`src/rtl/hfcwa_pkg.sv`:
```
/*
  hfcwa_pkg: constants and types shared by the control-word access device
  end and its host controller.
  assumes: one clock, 32-bit management data, word-addressed device port.
*/
package hfcwa_pkg;

  localparam int CW_NUM = 256;
  localparam int CW_BYTES = 17;
  localparam int CW_W = CW_BYTES * 8;
  localparam int SUBCH_NUM = 64;
  localparam int SEC_NUM = 5;

  // device register word addresses
  localparam logic [15:0] DEV_IDX_ADDR = 16'h0000;
  localparam logic [15:0] DEV_RXDATA_ADDR = 16'h0001;
  localparam logic [15:0] DEV_TXDATA_ADDR = 16'h0002;
  localparam logic [15:0] DEV_L1_ADDR = 16'h0003;

  // index register fields
  localparam int IDX_RXX_LSB = 0;
  localparam int IDX_RXSEQ_LSB = 8;
  localparam int IDX_TXX_LSB = 16;
  localparam int IDX_TXSEQ_LSB = 24;
  localparam int IDX_TXINS_BIT = 31;

  // layer1_config_reg fields
  localparam int L1_INSEN_BIT = 0;
  localparam int L1_RATE_LSB = 8;

  // host controller register byte offsets
  localparam logic [3:0] HOST_CMD_OFF = 4'h0;
  localparam logic [3:0] HOST_WDATA_OFF = 4'h4;
  localparam logic [3:0] HOST_RDATA_OFF = 4'h8;
  localparam logic [3:0] HOST_STATUS_OFF = 4'hc;

  // host command fields and operations
  localparam int CMD_WORD_LSB = 0;
  localparam int CMD_SEQ_LSB = 8;
  localparam int CMD_OP_LSB = 12;
  localparam logic [1:0] OP_RX_READ = 2'h0;
  localparam logic [1:0] OP_TX_WRITE = 2'h1;
  localparam logic [1:0] OP_TX_INSERT = 2'h2;
  localparam logic [1:0] OP_L1_WRITE = 2'h3;

  localparam logic [31:0] REG_RESET = 32'h0000_0000;

  typedef enum logic [3:0] {
    RATE_0614,
    RATE_1228,
    RATE_2457,
    RATE_3072,
    RATE_4915,
    RATE_6144,
    RATE_8110,
    RATE_9830,
    RATE_10137
  } hfcwa_rate_t;

endpackage

```
`src/rtl/hfcwa_mgmt_if.sv`:
```
/*
  hfcwa_mgmt_if: management port between host controller and device end.
  assumes: both ends share aclk; read data answers one cycle after rd.
*/
`timescale 1ns/1ps
interface hfcwa_mgmt_if;
  logic [15:0] addr;
  logic wr;
  logic rd;
  logic [3:0] be;
  logic [31:0] wdata;
  logic [31:0] rdata;
  logic rvalid;

  modport dev (
    input addr,
    input wr,
    input rd,
    input be,
    input wdata,
    output rdata,
    output rvalid
  );

  modport host (
    output addr,
    output wr,
    output rd,
    output be,
    output wdata,
    input rdata,
    input rvalid
  );
endinterface

```
`src/rtl/hfcwa_host.sv`:
```
/*
  hfcwa_host: controller that runs single section accesses on the device
  management port, ordered by software over AXI4-Lite.
  assumes: device answers a read with rvalid one cycle after rd.
*/
`timescale 1ns/1ps
module hfcwa_host
  import hfcwa_pkg::*;
(
  input wire logic aclk,
  input wire logic aresetn,
  hfcwa_mgmt_if.host mgmt,
  input wire logic [3:0] s_axi_awaddr,
  input wire logic s_axi_awvalid,
  output logic s_axi_awready,
  input wire logic [31:0] s_axi_wdata,
  input wire logic [3:0] s_axi_wstrb,
  input wire logic s_axi_wvalid,
  output logic s_axi_wready,
  output logic [1:0] s_axi_bresp,
  output logic s_axi_bvalid,
  input wire logic s_axi_bready,
  input wire logic [3:0] s_axi_araddr,
  input wire logic s_axi_arvalid,
  output logic s_axi_arready,
  output logic [31:0] s_axi_rdata,
  output logic [1:0] s_axi_rresp,
  output logic s_axi_rvalid,
  input wire logic s_axi_rready
);

  typedef enum logic [1:0] {
    H_IDLE,
    H_DATA,
    H_WAIT
  } hfcwa_hstate_t;

  typedef struct packed {
    logic awready;
    logic wready;
    logic bvalid;
    logic [1:0] bresp;
    logic arready;
    logic rvalid;
    logic [1:0] rresp;
    logic [31:0] rdata;
    logic aw_got;
    logic w_got;
    logic [3:0] awaddr;
    logic [31:0] wbuf;
    logic [31:0] cmd;
    logic [31:0] wdata;
    logic [31:0] result;
    logic busy;
    hfcwa_hstate_t st;
    logic [15:0] m_addr;
    logic m_wr;
    logic m_rd;
    logic [3:0] m_be;
    logic [31:0] m_wdata;
  } hfcwa_host_state_t;

  hfcwa_host_state_t s_reg;
  hfcwa_host_state_t s_next;

  always_comb begin
    logic [1:0] op;
    logic [7:0] word;
    logic [2:0] seq;
    op = s_reg.cmd[CMD_OP_LSB +: 2];
    word = s_reg.cmd[CMD_WORD_LSB +: 8];
    seq = s_reg.cmd[CMD_SEQ_LSB +: 3];
    s_next = s_reg;
    s_next.m_wr = 1'b0;
    s_next.m_rd = 1'b0;

    // axi write: address and data in either order
    if (s_axi_awvalid && s_reg.awready) begin
      s_next.aw_got = 1'b1;
      s_next.awaddr = s_axi_awaddr;
    end
    if (s_axi_wvalid && s_reg.wready) begin
      s_next.w_got = 1'b1;
      s_next.wbuf = s_axi_wdata;
    end
    if (s_reg.aw_got && s_reg.w_got && !s_reg.bvalid) begin
      s_next.aw_got = 1'b0;
      s_next.w_got = 1'b0;
      s_next.bvalid = 1'b1;
      s_next.bresp = 2'h0;
      case (s_reg.awaddr)
        HOST_CMD_OFF: begin
          if (!s_reg.busy) begin
            s_next.cmd = s_reg.wbuf;
            s_next.busy = 1'b1;
          end
        end
        HOST_WDATA_OFF: s_next.wdata = s_reg.wbuf;
        HOST_RDATA_OFF: s_next.bresp = 2'h0;
        HOST_STATUS_OFF: s_next.bresp = 2'h0;
        default: s_next.bresp = 2'h2;
      endcase
    end
    if (s_reg.bvalid && s_axi_bready) begin
      s_next.bvalid = 1'b0;
    end
    s_next.awready = !s_next.aw_got && !s_next.bvalid;
    s_next.wready = !s_next.w_got && !s_next.bvalid;

    // axi read
    if (s_axi_arvalid && s_reg.arready) begin
      s_next.arready = 1'b0;
      s_next.rvalid = 1'b1;
      s_next.rresp = 2'h0;
      case (s_axi_araddr)
        HOST_CMD_OFF: s_next.rdata = s_reg.cmd;
        HOST_WDATA_OFF: s_next.rdata = s_reg.wdata;
        HOST_RDATA_OFF: s_next.rdata = s_reg.result;
        HOST_STATUS_OFF: s_next.rdata = {31'h0000_0000, s_reg.busy};
        default: begin
          s_next.rdata = REG_RESET;
          s_next.rresp = 2'h2;
        end
      endcase
    end
    if (s_reg.rvalid && s_axi_rready) begin
      s_next.rvalid = 1'b0;
      s_next.arready = 1'b1;
    end

    // management sequencer
    case (s_reg.st)
      H_IDLE: begin
        if (s_reg.busy) begin
          s_next.m_wr = 1'b1;
          s_next.m_wdata = REG_RESET;
          case (op)
            OP_RX_READ: begin
              s_next.m_addr = DEV_IDX_ADDR;
              s_next.m_be = 4'h3;
              s_next.m_wdata[IDX_RXX_LSB +: 8] = word;
              s_next.m_wdata[IDX_RXSEQ_LSB +: 3] = seq;
              s_next.st = H_DATA;
            end
            OP_TX_WRITE: begin
              s_next.m_addr = DEV_IDX_ADDR;
              s_next.m_be = 4'hc;
              s_next.m_wdata[IDX_TXX_LSB +: 8] = word;
              s_next.m_wdata[IDX_TXSEQ_LSB +: 3] = seq;
              s_next.st = H_DATA;
            end
            OP_TX_INSERT: begin
              s_next.m_addr = DEV_IDX_ADDR;
              s_next.m_be = 4'hc;
              s_next.m_wdata[IDX_TXX_LSB +: 8] = word;
              s_next.m_wdata[IDX_TXSEQ_LSB +: 3] = seq;
              s_next.m_wdata[IDX_TXINS_BIT] = 1'b1;
              s_next.busy = 1'b0;
            end
            default: begin
              s_next.m_addr = DEV_L1_ADDR;
              s_next.m_be = 4'hf;
              s_next.m_wdata = s_reg.wdata;
              s_next.busy = 1'b0;
            end
          endcase
        end
      end
      H_DATA: begin
        if (op == OP_RX_READ) begin
          s_next.m_rd = 1'b1;
          s_next.m_addr = DEV_RXDATA_ADDR;
          s_next.st = H_WAIT;
        end else begin
          s_next.m_wr = 1'b1;
          s_next.m_addr = DEV_TXDATA_ADDR;
          s_next.m_be = 4'hf;
          s_next.m_wdata = s_reg.wdata;
          s_next.busy = 1'b0;
          s_next.st = H_IDLE;
        end
      end
      H_WAIT: begin
        if (mgmt.rvalid) begin
          s_next.result = mgmt.rdata;
          s_next.busy = 1'b0;
          s_next.st = H_IDLE;
        end
      end
      default: s_next.st = H_IDLE;
    endcase
  end

  always_ff @(posedge aclk) begin
    if (!aresetn) begin
      s_reg <= '0;
      s_reg.awready <= 1'b1;
      s_reg.wready <= 1'b1;
      s_reg.arready <= 1'b1;
    end else begin
      s_reg <= s_next;
    end
  end

  assign s_axi_awready = s_reg.awready;
  assign s_axi_wready = s_reg.wready;
  assign s_axi_bvalid = s_reg.bvalid;
  assign s_axi_bresp = s_reg.bresp;
  assign s_axi_arready = s_reg.arready;
  assign s_axi_rvalid = s_reg.rvalid;
  assign s_axi_rresp = s_reg.rresp;
  assign s_axi_rdata = s_reg.rdata;
  assign mgmt.addr = s_reg.m_addr;
  assign mgmt.wr = s_reg.m_wr;
  assign mgmt.rd = s_reg.m_rd;
  assign mgmt.be = s_reg.m_be;
  assign mgmt.wdata = s_reg.m_wdata;

endmodule

```
`src/flat_wrapper.sv`:
```
// flat-port wrapper written by rule: the top's interface ports become plain ports
module hfcwa_host_flat import hfcwa_pkg::*;
  (aclk, aresetn, s_axi_awaddr, s_axi_awvalid, s_axi_awready, s_axi_wdata, s_axi_wstrb, s_axi_wvalid, s_axi_wready, s_axi_bresp, s_axi_bvalid, s_axi_bready, s_axi_araddr, s_axi_arvalid, s_axi_arready, s_axi_rdata, s_axi_rresp, s_axi_rvalid, s_axi_rready, mgmt_addr, mgmt_wr, mgmt_rd, mgmt_be, mgmt_wdata, mgmt_rdata, mgmt_rvalid);
  hfcwa_mgmt_if mgmt_i ();
  input wire logic aclk;
  input wire logic aresetn;
  input wire logic [3:0] s_axi_awaddr;
  input wire logic s_axi_awvalid;
  output logic s_axi_awready;
  input wire logic [31:0] s_axi_wdata;
  input wire logic [3:0] s_axi_wstrb;
  input wire logic s_axi_wvalid;
  output logic s_axi_wready;
  output logic [1:0] s_axi_bresp;
  output logic s_axi_bvalid;
  input wire logic s_axi_bready;
  input wire logic [3:0] s_axi_araddr;
  input wire logic s_axi_arvalid;
  output logic s_axi_arready;
  output logic [31:0] s_axi_rdata;
  output logic [1:0] s_axi_rresp;
  output logic s_axi_rvalid;
  input wire logic s_axi_rready;
  output wire logic [$bits(mgmt_i.addr)-1:0] mgmt_addr;
  output wire logic [$bits(mgmt_i.wr)-1:0] mgmt_wr;
  output wire logic [$bits(mgmt_i.rd)-1:0] mgmt_rd;
  output wire logic [$bits(mgmt_i.be)-1:0] mgmt_be;
  output wire logic [$bits(mgmt_i.wdata)-1:0] mgmt_wdata;
  input wire logic [$bits(mgmt_i.rdata)-1:0] mgmt_rdata;
  input wire logic [$bits(mgmt_i.rvalid)-1:0] mgmt_rvalid;
  assign mgmt_addr = mgmt_i.addr;
  assign mgmt_wr = mgmt_i.wr;
  assign mgmt_rd = mgmt_i.rd;
  assign mgmt_be = mgmt_i.be;
  assign mgmt_wdata = mgmt_i.wdata;
  assign mgmt_i.rdata = mgmt_rdata;
  assign mgmt_i.rvalid = mgmt_rvalid;
  hfcwa_host u_core (.aclk(aclk), .aresetn(aresetn), .mgmt(mgmt_i), .s_axi_awaddr(s_axi_awaddr), .s_axi_awvalid(s_axi_awvalid), .s_axi_awready(s_axi_awready), .s_axi_wdata(s_axi_wdata), .s_axi_wstrb(s_axi_wstrb), .s_axi_wvalid(s_axi_wvalid), .s_axi_wready(s_axi_wready), .s_axi_bresp(s_axi_bresp), .s_axi_bvalid(s_axi_bvalid), .s_axi_bready(s_axi_bready), .s_axi_araddr(s_axi_araddr), .s_axi_arvalid(s_axi_arvalid), .s_axi_arready(s_axi_arready), .s_axi_rdata(s_axi_rdata), .s_axi_rresp(s_axi_rresp), .s_axi_rvalid(s_axi_rvalid), .s_axi_rready(s_axi_rready));
endmodule
```
`config.mk`:
```
export PLATFORM = sky130hd
export DESIGN_NAME = hfcwa_host_flat
export DESIGN_NICKNAME = d
export VERILOG_FILES = /design/src/rtl/hfcwa_pkg.sv /design/src/rtl/hfcwa_mgmt_if.sv /design/src/rtl/hfcwa_host.sv /design/src/flat_wrapper.sv
export SDC_FILE = /design/constraint.sdc
export NUM_CORES = 1
export LEC_CHECK = 0
export BUFFER_PORTS_ARGS = -buffer_cell sky130_fd_sc_hd__buf_2
export CORE_MARGIN = 10
export CORE_UTILIZATION = 50
export CTS_CLUSTER_DIAMETER = 30
export DETAILED_ROUTE_END_ITERATION = 6
export PLACE_DENSITY = 0.73
export SYNTH_ARGS = -nofsm -noshare
export SYNTH_HDL_FRONTEND = slang
export SYNTH_SLANG_ARGS = --single-unit
```
`constraint.sdc`:
```
create_clock -name aclk -period 3.1 [get_ports aclk]
set_input_delay 0.155 -clock aclk [delete_from_list [all_inputs] [get_ports aclk]]
set_output_delay 0.155 -clock aclk [all_outputs]
set_load 0.01 [all_outputs]
```
; Yosys cells after proc, flatten, opt, wreduce, memory -nomap -nowiden
; Index checks and enable logic that the tools add are counted.
[classes]
n_eq_ne = 14
muxes = 31
n_bitwise = 2
n_reduce_logical = 31
[ops]
columns = cell, count
row1 = $pmux W32 S4, 1
row2 = $mux W36, 2
row3 = $pmux W36 S2, 1
row4 = $pmux W11 S2, 2
row5 = $pmux W17 S2, 1
row6 = $mux W20, 1
row7 = $mux W18, 1
row8 = $eq A4 B4 Y1 const B, 4
row9 = $mux W2, 5
row10 = $logic_and A1 B1 Y1, 9
row11 = $mux W1, 9
row12 = $reduce_and A3 Y1, 3
row13 = $eq A4 B3 Y1 const B, 2
row14 = $logic_not A4 Y1, 2
row15 = $pmux W4 S2, 1
row16 = $reduce_and A2 Y1, 4
row17 = $reduce_or A4 Y1, 2
row18 = $mux W3, 2
row19 = $ne A2 B2 Y1 const B, 3
row20 = $pmux W2 S3, 1
row21 = $reduce_or A2 Y1, 3
row22 = $mux W5, 1
row23 = $eq A2 B1 Y1 const B, 2
row24 = $eq A2 B2 Y1 const B, 2
row25 = other kinds (9), 14
[word_totals]
register_bits = 232
input_bits = 84
output_inout_bits = 95
wordCells = 100

; Longest topological paths before layout
; Gate-level depths: netlist of run 1.
[logic_depth]
ltp_word = 7
depth_mapped = 7
depth_no_buf = 5

; Worst setup path after synthesis of run 1
; No wires, ideal clock.
[synth_timing]
path_type = reg2reg
from = register u_core.s_reg[133] (netlist bit)
to = register u_core.s_reg, in the netlist u_core.mgmt.wdata[10]
setup_ns = 0.123
arrival_time_ns = 1.647
t_required_ns = 2.977
path_slack_ns = 1.330
stages_incl_launch_ff = 8
path_buffers = 2
synth_period_minus_slack_ns = 1.770
path_cell_list = dfxtp_1 > inv_1 > ha_1 > clkbuf_1 > a211o_1 > buf_1 > a221oi_1 > nor2_1
[synth_via]
elab_chain_cells = 5
elab_cells_between_ends = 9
cone_classes = eq/ne: 3 / mux: 3 / reduce/logical: 3
[synth_lines]
columns = item, line
row1 = from (decl), hfcwa_host.sv:63  ; hfcwa_host_state_t s_reg;
row2 = from (signal assigned), hfcwa_host.sv:201  ; s_reg <= s_next;
row3 = $eq A2 B1 Y1 / $eq A2 B2 Y1 (equally long branches), hfcwa_host.sv:137  ; case (op)
row4 = $reduce_or A2 Y1 (no source line), --
row5 = $pmux W11 S2, hfcwa_host.sv:137
row6 = $mux W36, hfcwa_host.sv:134  ; if (s_reg.busy) begin
row7 = $pmux W36 S2, hfcwa_host.sv:132  ; case (s_reg.st)
; Parallel ways exist; a longest one is shown, timed or not. The select of a mux whose other input is x is not followed.
; A chain may end at the register's enable or synchronous reset.

; Final worst setup path of run 1
[layout_timing]
from = register u_core.s_reg[133] (netlist bit)
to = register u_core.s_reg, in the netlist u_core.mgmt.wdata[7]
; The elaborated chain is that of the path after synthesis.

==> results of run 1 <==
cell type report:
cell class	instances	area [sq um]
clock buffers	50	1080
clock inverters	24	324
fillers	1503	6440
inverters	5	21.3
multi-input cells	712	3780
flip-flops and latches	214	4280
well taps	229	287
repair buffers	251	1680
final timing paths:
kind	end	slack, ps	start
min	u_core.s_reg[66]$_SDFFE_PN0P_	50	aresetn
min reg2reg	u_core.s_reg[139]$_SDFFE_PN0P_	450	u_core.s_reg[139]$_SDFFE_PN0P_
max reg2reg	u_core.mgmt.wdata[7]$_SDFFE_PN0P_	750	u_core.s_reg[133]$_SDFFE_PN0P_
max	u_core.mgmt.wdata[7]$_SDFFE_PN0P_	750	u_core.s_reg[133]$_SDFFE_PN0P_
critical path: cells and delay by family (launching register included):
kind | cells | cell delay (ps)
DFF | 1 | 420
buffers and inverters | 1 | 120
and+or+nand+nor | 1 | 90
adders and majority gates | 1 | 340
AOI/OAI and AO/OA | 2 | 1260
timing repair:
action / 4_1_cts / 5_1_grt
hold buffers: 77 / 0
setup buffers: 0 / 0
resized for setup: 0 / 0
endpoints found under the hold margin: 75 / 0
cells by family after synthesis:
logic type	synth area share
mux	0.0356
fa+ha+maj	0.00831
flops	0.474
compound gates	0.182
buf+inv	0.117
simple gates	0.183
other cells	0.000415
layer usage:
layer	share of wire	routed length [um]
met4	0.016	437
met2	0.46	12100
met1	0.45	11900
met3	0.079	2100
met5	0	0
power groups by stage:
stage	combinational, uW	sequential [uW]	clock, uW
2_1_floorplan	301	2920	0
3_3_place_gp	396	2930	0
3_5_place_dp	402	2930	0
4_1_cts	481	2880	4450
5_1_grt	535	2890	4600
6_report	484	2880	4430
placed cells by master (no fill, tap or decap), drive strengths merged, types with 3 or more instances in the layout:
cell and n:
nand2 278, dfxtp 214, buf 174, a21oi 113, o21ai 88, dlygate4sd3 77, clkbuf 50, nand3 45
nor2 41, mux2i 31, a22o 31, a221oi 23, conb 16, clkinv 14, nor2b 7, inv 7
ha 6, bufinv 6, nor3b 4, nor3 4, a211oi 3
cells in the mapped netlist (14+ instances only):
master | n | share of area
a221oi_1 | 23 | 0.022
nand2_1 | 266 | 0.11
dfxtp_1 | 214 | 0.47
a21oi_1 | 103 | 0.057
o21ai_0 | 75 | 0.042
mux2i_1 | 31 | 0.034
buf_2 | 14 | 0.0078
a22o_1 | 31 | 0.030
buf_4 | 88 | 0.073
nor2_1 | 41 | 0.017
nand3_1 | 45 | 0.025
clkbuf_1 | 58 | 0.024
metrics by stage:
stage / total power [uW] / util
final: 7800 / 0.640
after global routing: 8030 / 0.640
after CTS: 7820 / 0.640
after detailed placement: 3340 / 0.519
after global placement: 3330 / 0.519
after floorplan: 3220 / -
==> impl_metrics.toml, run 1 <==
[status]
status = "complete, no violations"

[routing]
drt-initial-drc-count = 667
antenna_left = 0
wl_per_cell_um = 17.9
drc = 0
firstDrtPassIters = 6
vias = 7920
routed_wl_um = 26500
via_per_inst = 5.33

[global_routing]
met1_usage = 0.289
grt_pass1_vias = 7647
grt_pass1_wl_um = 41800
antenna_found_initial = 0
grtUsageMet2 = 0.327
busiest_layer = "met2"
met3_usage = 0.0541
grt_max_degree = 93
grt_overflow = 0
grt_usage = 0.212

[layout]
drive_gt1_frac = 0.221
nNetsFinal = 1314
fin_cells = 1485
largest_reg_flops = 137
insertedDiodeCount = 0
final_cell_area_sq_um = 11500
area_growth_pct = 26.8

[logic_synthesis]
avgSynthCellArea_sq_um = 8.33
netlist_area_sq_um = 9040
synth_warnings = 0
yosysSeqAreaShare = 0.474
synth_seq_cells = 214
synth_edf_count = 0
ys.flop_type = "dfxtp_1"
synth_cell_type_count = 47
syn_inst = 1085
synth_async_sr_flop_share = 0

[placement]
gp_congestion = 0.837
dp.cells = 1334
numPortBuffers = 158
hpwl_um = 16800
post_dp_cell_area_sq_um = 9280
pre_cts_ws_ps = 812

[sta]
hold_ws_ps = 52.0
period_needed_ps = 2350
slew_violations = 0
setup_ws_ps = 748
fin_tns_setup_ps = 0
max_freq_mhz = 425
tightest_slew_ps = 1170
clock_skew_ps = 22.3
fin_crit_sh = 0.759
hold_viol_final = 0
rsz0062_at_grt = "false"
slew_headroom = 0.218
setup_viol = 0

[job]
cap_violations = 0

[worst_setup_path]
endpoint_kind = "register"
cp-start-kind = "register"
r2r_cells = 5
required_ps = 3480
critPathMaxStageDelay_ps = 770
cp_cell_sequence = "inv_1, ha_1, a211o_1, a221oi_1, nor2_1"
path_max_fanout = 32
worstSetupPathType = "register to register"
crit_slowest_cell = "a211o_1"
crit_arrival_ps = 2730

[power]
power.internal_uw = 6010
swShare = 0.229
seqPwrFrac = 0.370
power.switching_uw = 1790
power_frac_comb = 0.062
pwr-share-clk = 0.568
p_per_area_nw_per_um2 = 681
peakVddDrop_mv = 0.417
p_leak_uw = 0.00468

[clock_network]
cts_sinks = 214
cts.clk_slew.worst_paths_ps = 50
max-clock-path-buffers = 3
cts_buffers = 40
clkLatencyLatePin_ps = 520
tritoncts = "done"
h-tree-depth = 2
cts-root-buf = "clkbuf_16"

[floorplan]
die_h_um = 154
num_rows = 49
design.portCount = 179
dieWidth_um = 154
initial_core_util = 0.505
die_area_sq_um = 23900
coreArea_sq_um = 17900

[min_path]
hold_depth = 3
hp-class = "primary input to register"
(Power assumes the default switching activity.)
==> run 2, diff against run 1 <==
==> constraint.sdc (replaced) <==
create_clock -name aclk -period 2.2 [get_ports aclk]
set_input_delay 0.11 -clock aclk [delete_from_list [all_inputs] [get_ports aclk]]
set_output_delay 0.11 -clock aclk [all_outputs]
set_load 0.01 [all_outputs]
==> impl_metrics.toml, run 2 (synthesized netlist as in run 1, its figures left out) <==
[worst_setup_path]
crit_arrival_ps = 2430
r2r_slack_ps = 170
startpoint = "u_core.s_reg[133]$_SDFFE_PN0P_"
cp-start-kind = "register"
worstSetupPathType = "register to register"
path_buf_inv = 2
endpoint_kind = "register"
r2r_cells = 6
crit_slowest_cell = "a211o_1"
r2r-end = "u_core.mgmt.wdata[22]$_SDFFE_PN0P_"
required_ps = 2600
path_max_fanout = 17
critPathMaxStageDelay_ps = 530
r2r_start = "u_core.s_reg[133]$_SDFFE_PN0P_"
cp_cell_sequence = "inv_1, ha_1, a211o_1, buf_4, a221oi_1, nor2_1"
cpLargestDelayFamily = "compound AO/OA/AOI/OAI gates"

[floorplan]
initial_core_util = 0.505
coreArea_sq_um = 17900
dieWidth_um = 154
die_h_um = 154
num_rows = 49
design.portCount = 179
die_area_sq_um = 23900

[sta]
setup_viol = 0
max_freq_mhz = 493
period_needed_ps = 2030
slew_headroom = 0.606
tightest_slew_ps = 592
slew_violations = 0
fin_crit_sh = 0.922
clock_skew_ps = 27.7
hold_viol_final = 0
rsz0062_at_grt = "false"
fin_tns_setup_ps = 0

[min_path]
hold_end = "u_core.s_axi_rvalid$_SDFFE_PP0P_"
hp-class = "primary input to register"
hold_depth = 3
min_from = "aresetn"

[power]
p_leak_uw = 0.00476
peakVddDrop_mv = 0.642
p_per_area_nw_per_um2 = 939

[clock_network]
max-clock-path-buffers = 3
clkLatencyLatePin_ps = 510
cts_setup_buffers = 0
h-tree-depth = 2
cts_sinks = 214
cts.clk_slew.worst_paths_ps = 50
cts_buffers = 38
cts-root-buf = "clkbuf_16"
tritoncts = "done"

[global_routing]
grt_overflow = 0
grt_pass1_vias = 7783
grt_usage = 0.211
grt_max_degree = 116
antenna_found_initial = 1
grt_pass1_wl_um = 41700

[layout]
final_common_cell = "nand2_1"
largest_reg_flops = 137
drive_gt1_frac = 0.229
area_growth_pct = 28.6
insertedDiodeCount = 0
nNetsFinal = 1326
n_fill_cell = 1457
fin_cells = 1495
final_cell_mix = "nand2_1 (266), dfxtp_1 (214), buf_2 (158)"

[routing]
via_per_inst = 5.35
vias = 7993
routed_wl_um = 26500
drt-initial-drc-count = 604
antenna_left = 0
drc = 0
firstDrtPassIters = 7
wl_per_cell_um = 17.7

[job]
cap_violations = 0

[placement]
gp_congestion = 0.837
numPortBuffers = 158
hpwl_um = 17000
dp.cells = 1345

[status]
status = "complete, no violations"
## run 2: changes by cell type in the layout (fill, tap and decap cells not counted), sizes merged
cell	delta
buf	+11
bufinv	+1
clkinvlp	+1
clkbuf	-8
dlygate4sd3	+3
inv	+2
## run 2: worst reg2reg max path, stage by stage, from the launching register on
cell and delay, ps:
dfxtp_1 430, inv_1 110, ha_1 240, a211o_1 530, buf_4 290, a221oi_1 240, nor2_1 80
## run 2: worst max path at each step
| stage | slack [ps] | cells past startpoint | end |
|---|---|---|---|
| after global placement | 230 | 6 | u_core.mgmt.wdata[0]$_SDFFE_PN0P_ |
| after global routing | 30 | 6 | u_core.mgmt.wdata[20]$_SDFFE_PN0P_ |
| after CTS | 130 | 6 | u_core.mgmt.wdata[1]$_SDFFE_PN0P_ |
| after floorplan | 430 | 7 | u_core.mgmt.wdata[10]$_SDFFE_PN0P_ |
| final | 170 | 6 | u_core.mgmt.wdata[22]$_SDFFE_PN0P_ |
| after detailed placement | 150 | 6 | u_core.mgmt.wdata[10]$_SDFFE_PN0P_ |
## run 2: repair_timing
item                                   4_1_cts  5_1_grt
resized for setup                            0        2
setup endpoints to repair                    0        7
endpoints found under the hold margin       75        0
hold buffers                                80        0
## run 2: cell type report
| cell class | count | area (sq um) | share of cell area |
|---|---|---|---|
| well taps | 229 | 287 | 0.0247 |
| multi-input cells | 712 | 3790 | 0.326 |
| clock inverters | 28 | 364 | 0.0313 |
| inverters | 5 | 21.3 | 0.00183 |
| clock buffers | 42 | 996 | 0.0857 |
| repair buffers | 265 | 1880 | 0.162 |
| flip-flops and latches | 214 | 4280 | 0.369 |
## run 2: power breakdown
group          total (uW)  internal, uW  switching, uW  leakage (uW)
combinational         715           308            406       0.00236
clock                6140          4120           2020      0.000667
sequential           4060          3980           78.6       0.00173
## run 2: through the flow
step	utilization	hold slack [ps]	power (uW)	worst slack [ps]	cell area, sq um
6_report	0.649	13.2	10900	172	11600
3_3_place_gp	0.528	351	4720	227	9450
3_5_place_dp	0.528	356	4720	151	9450
5_1_grt	0.649	15.6	11200	32.0	11600
4_1_cts	0.649	0.438	11000	130	11600
2_1_floorplan	-	226	4540	430	9090
## run 2: per-layer routing
| metal | vias to the layer above | routed length (um) | GRT usage |
|---|---|---|---|
| met1 | 3709 | 11500 | 0.278 |
| met4 | 2 | 685 | 0.0756 |
| li1 | 3902 | - | - |
| met3 | 43 | 2400 | 0.0527 |
| met2 | 337 | 11800 | 0.328 |
| met5 | - | 11 | 0 |
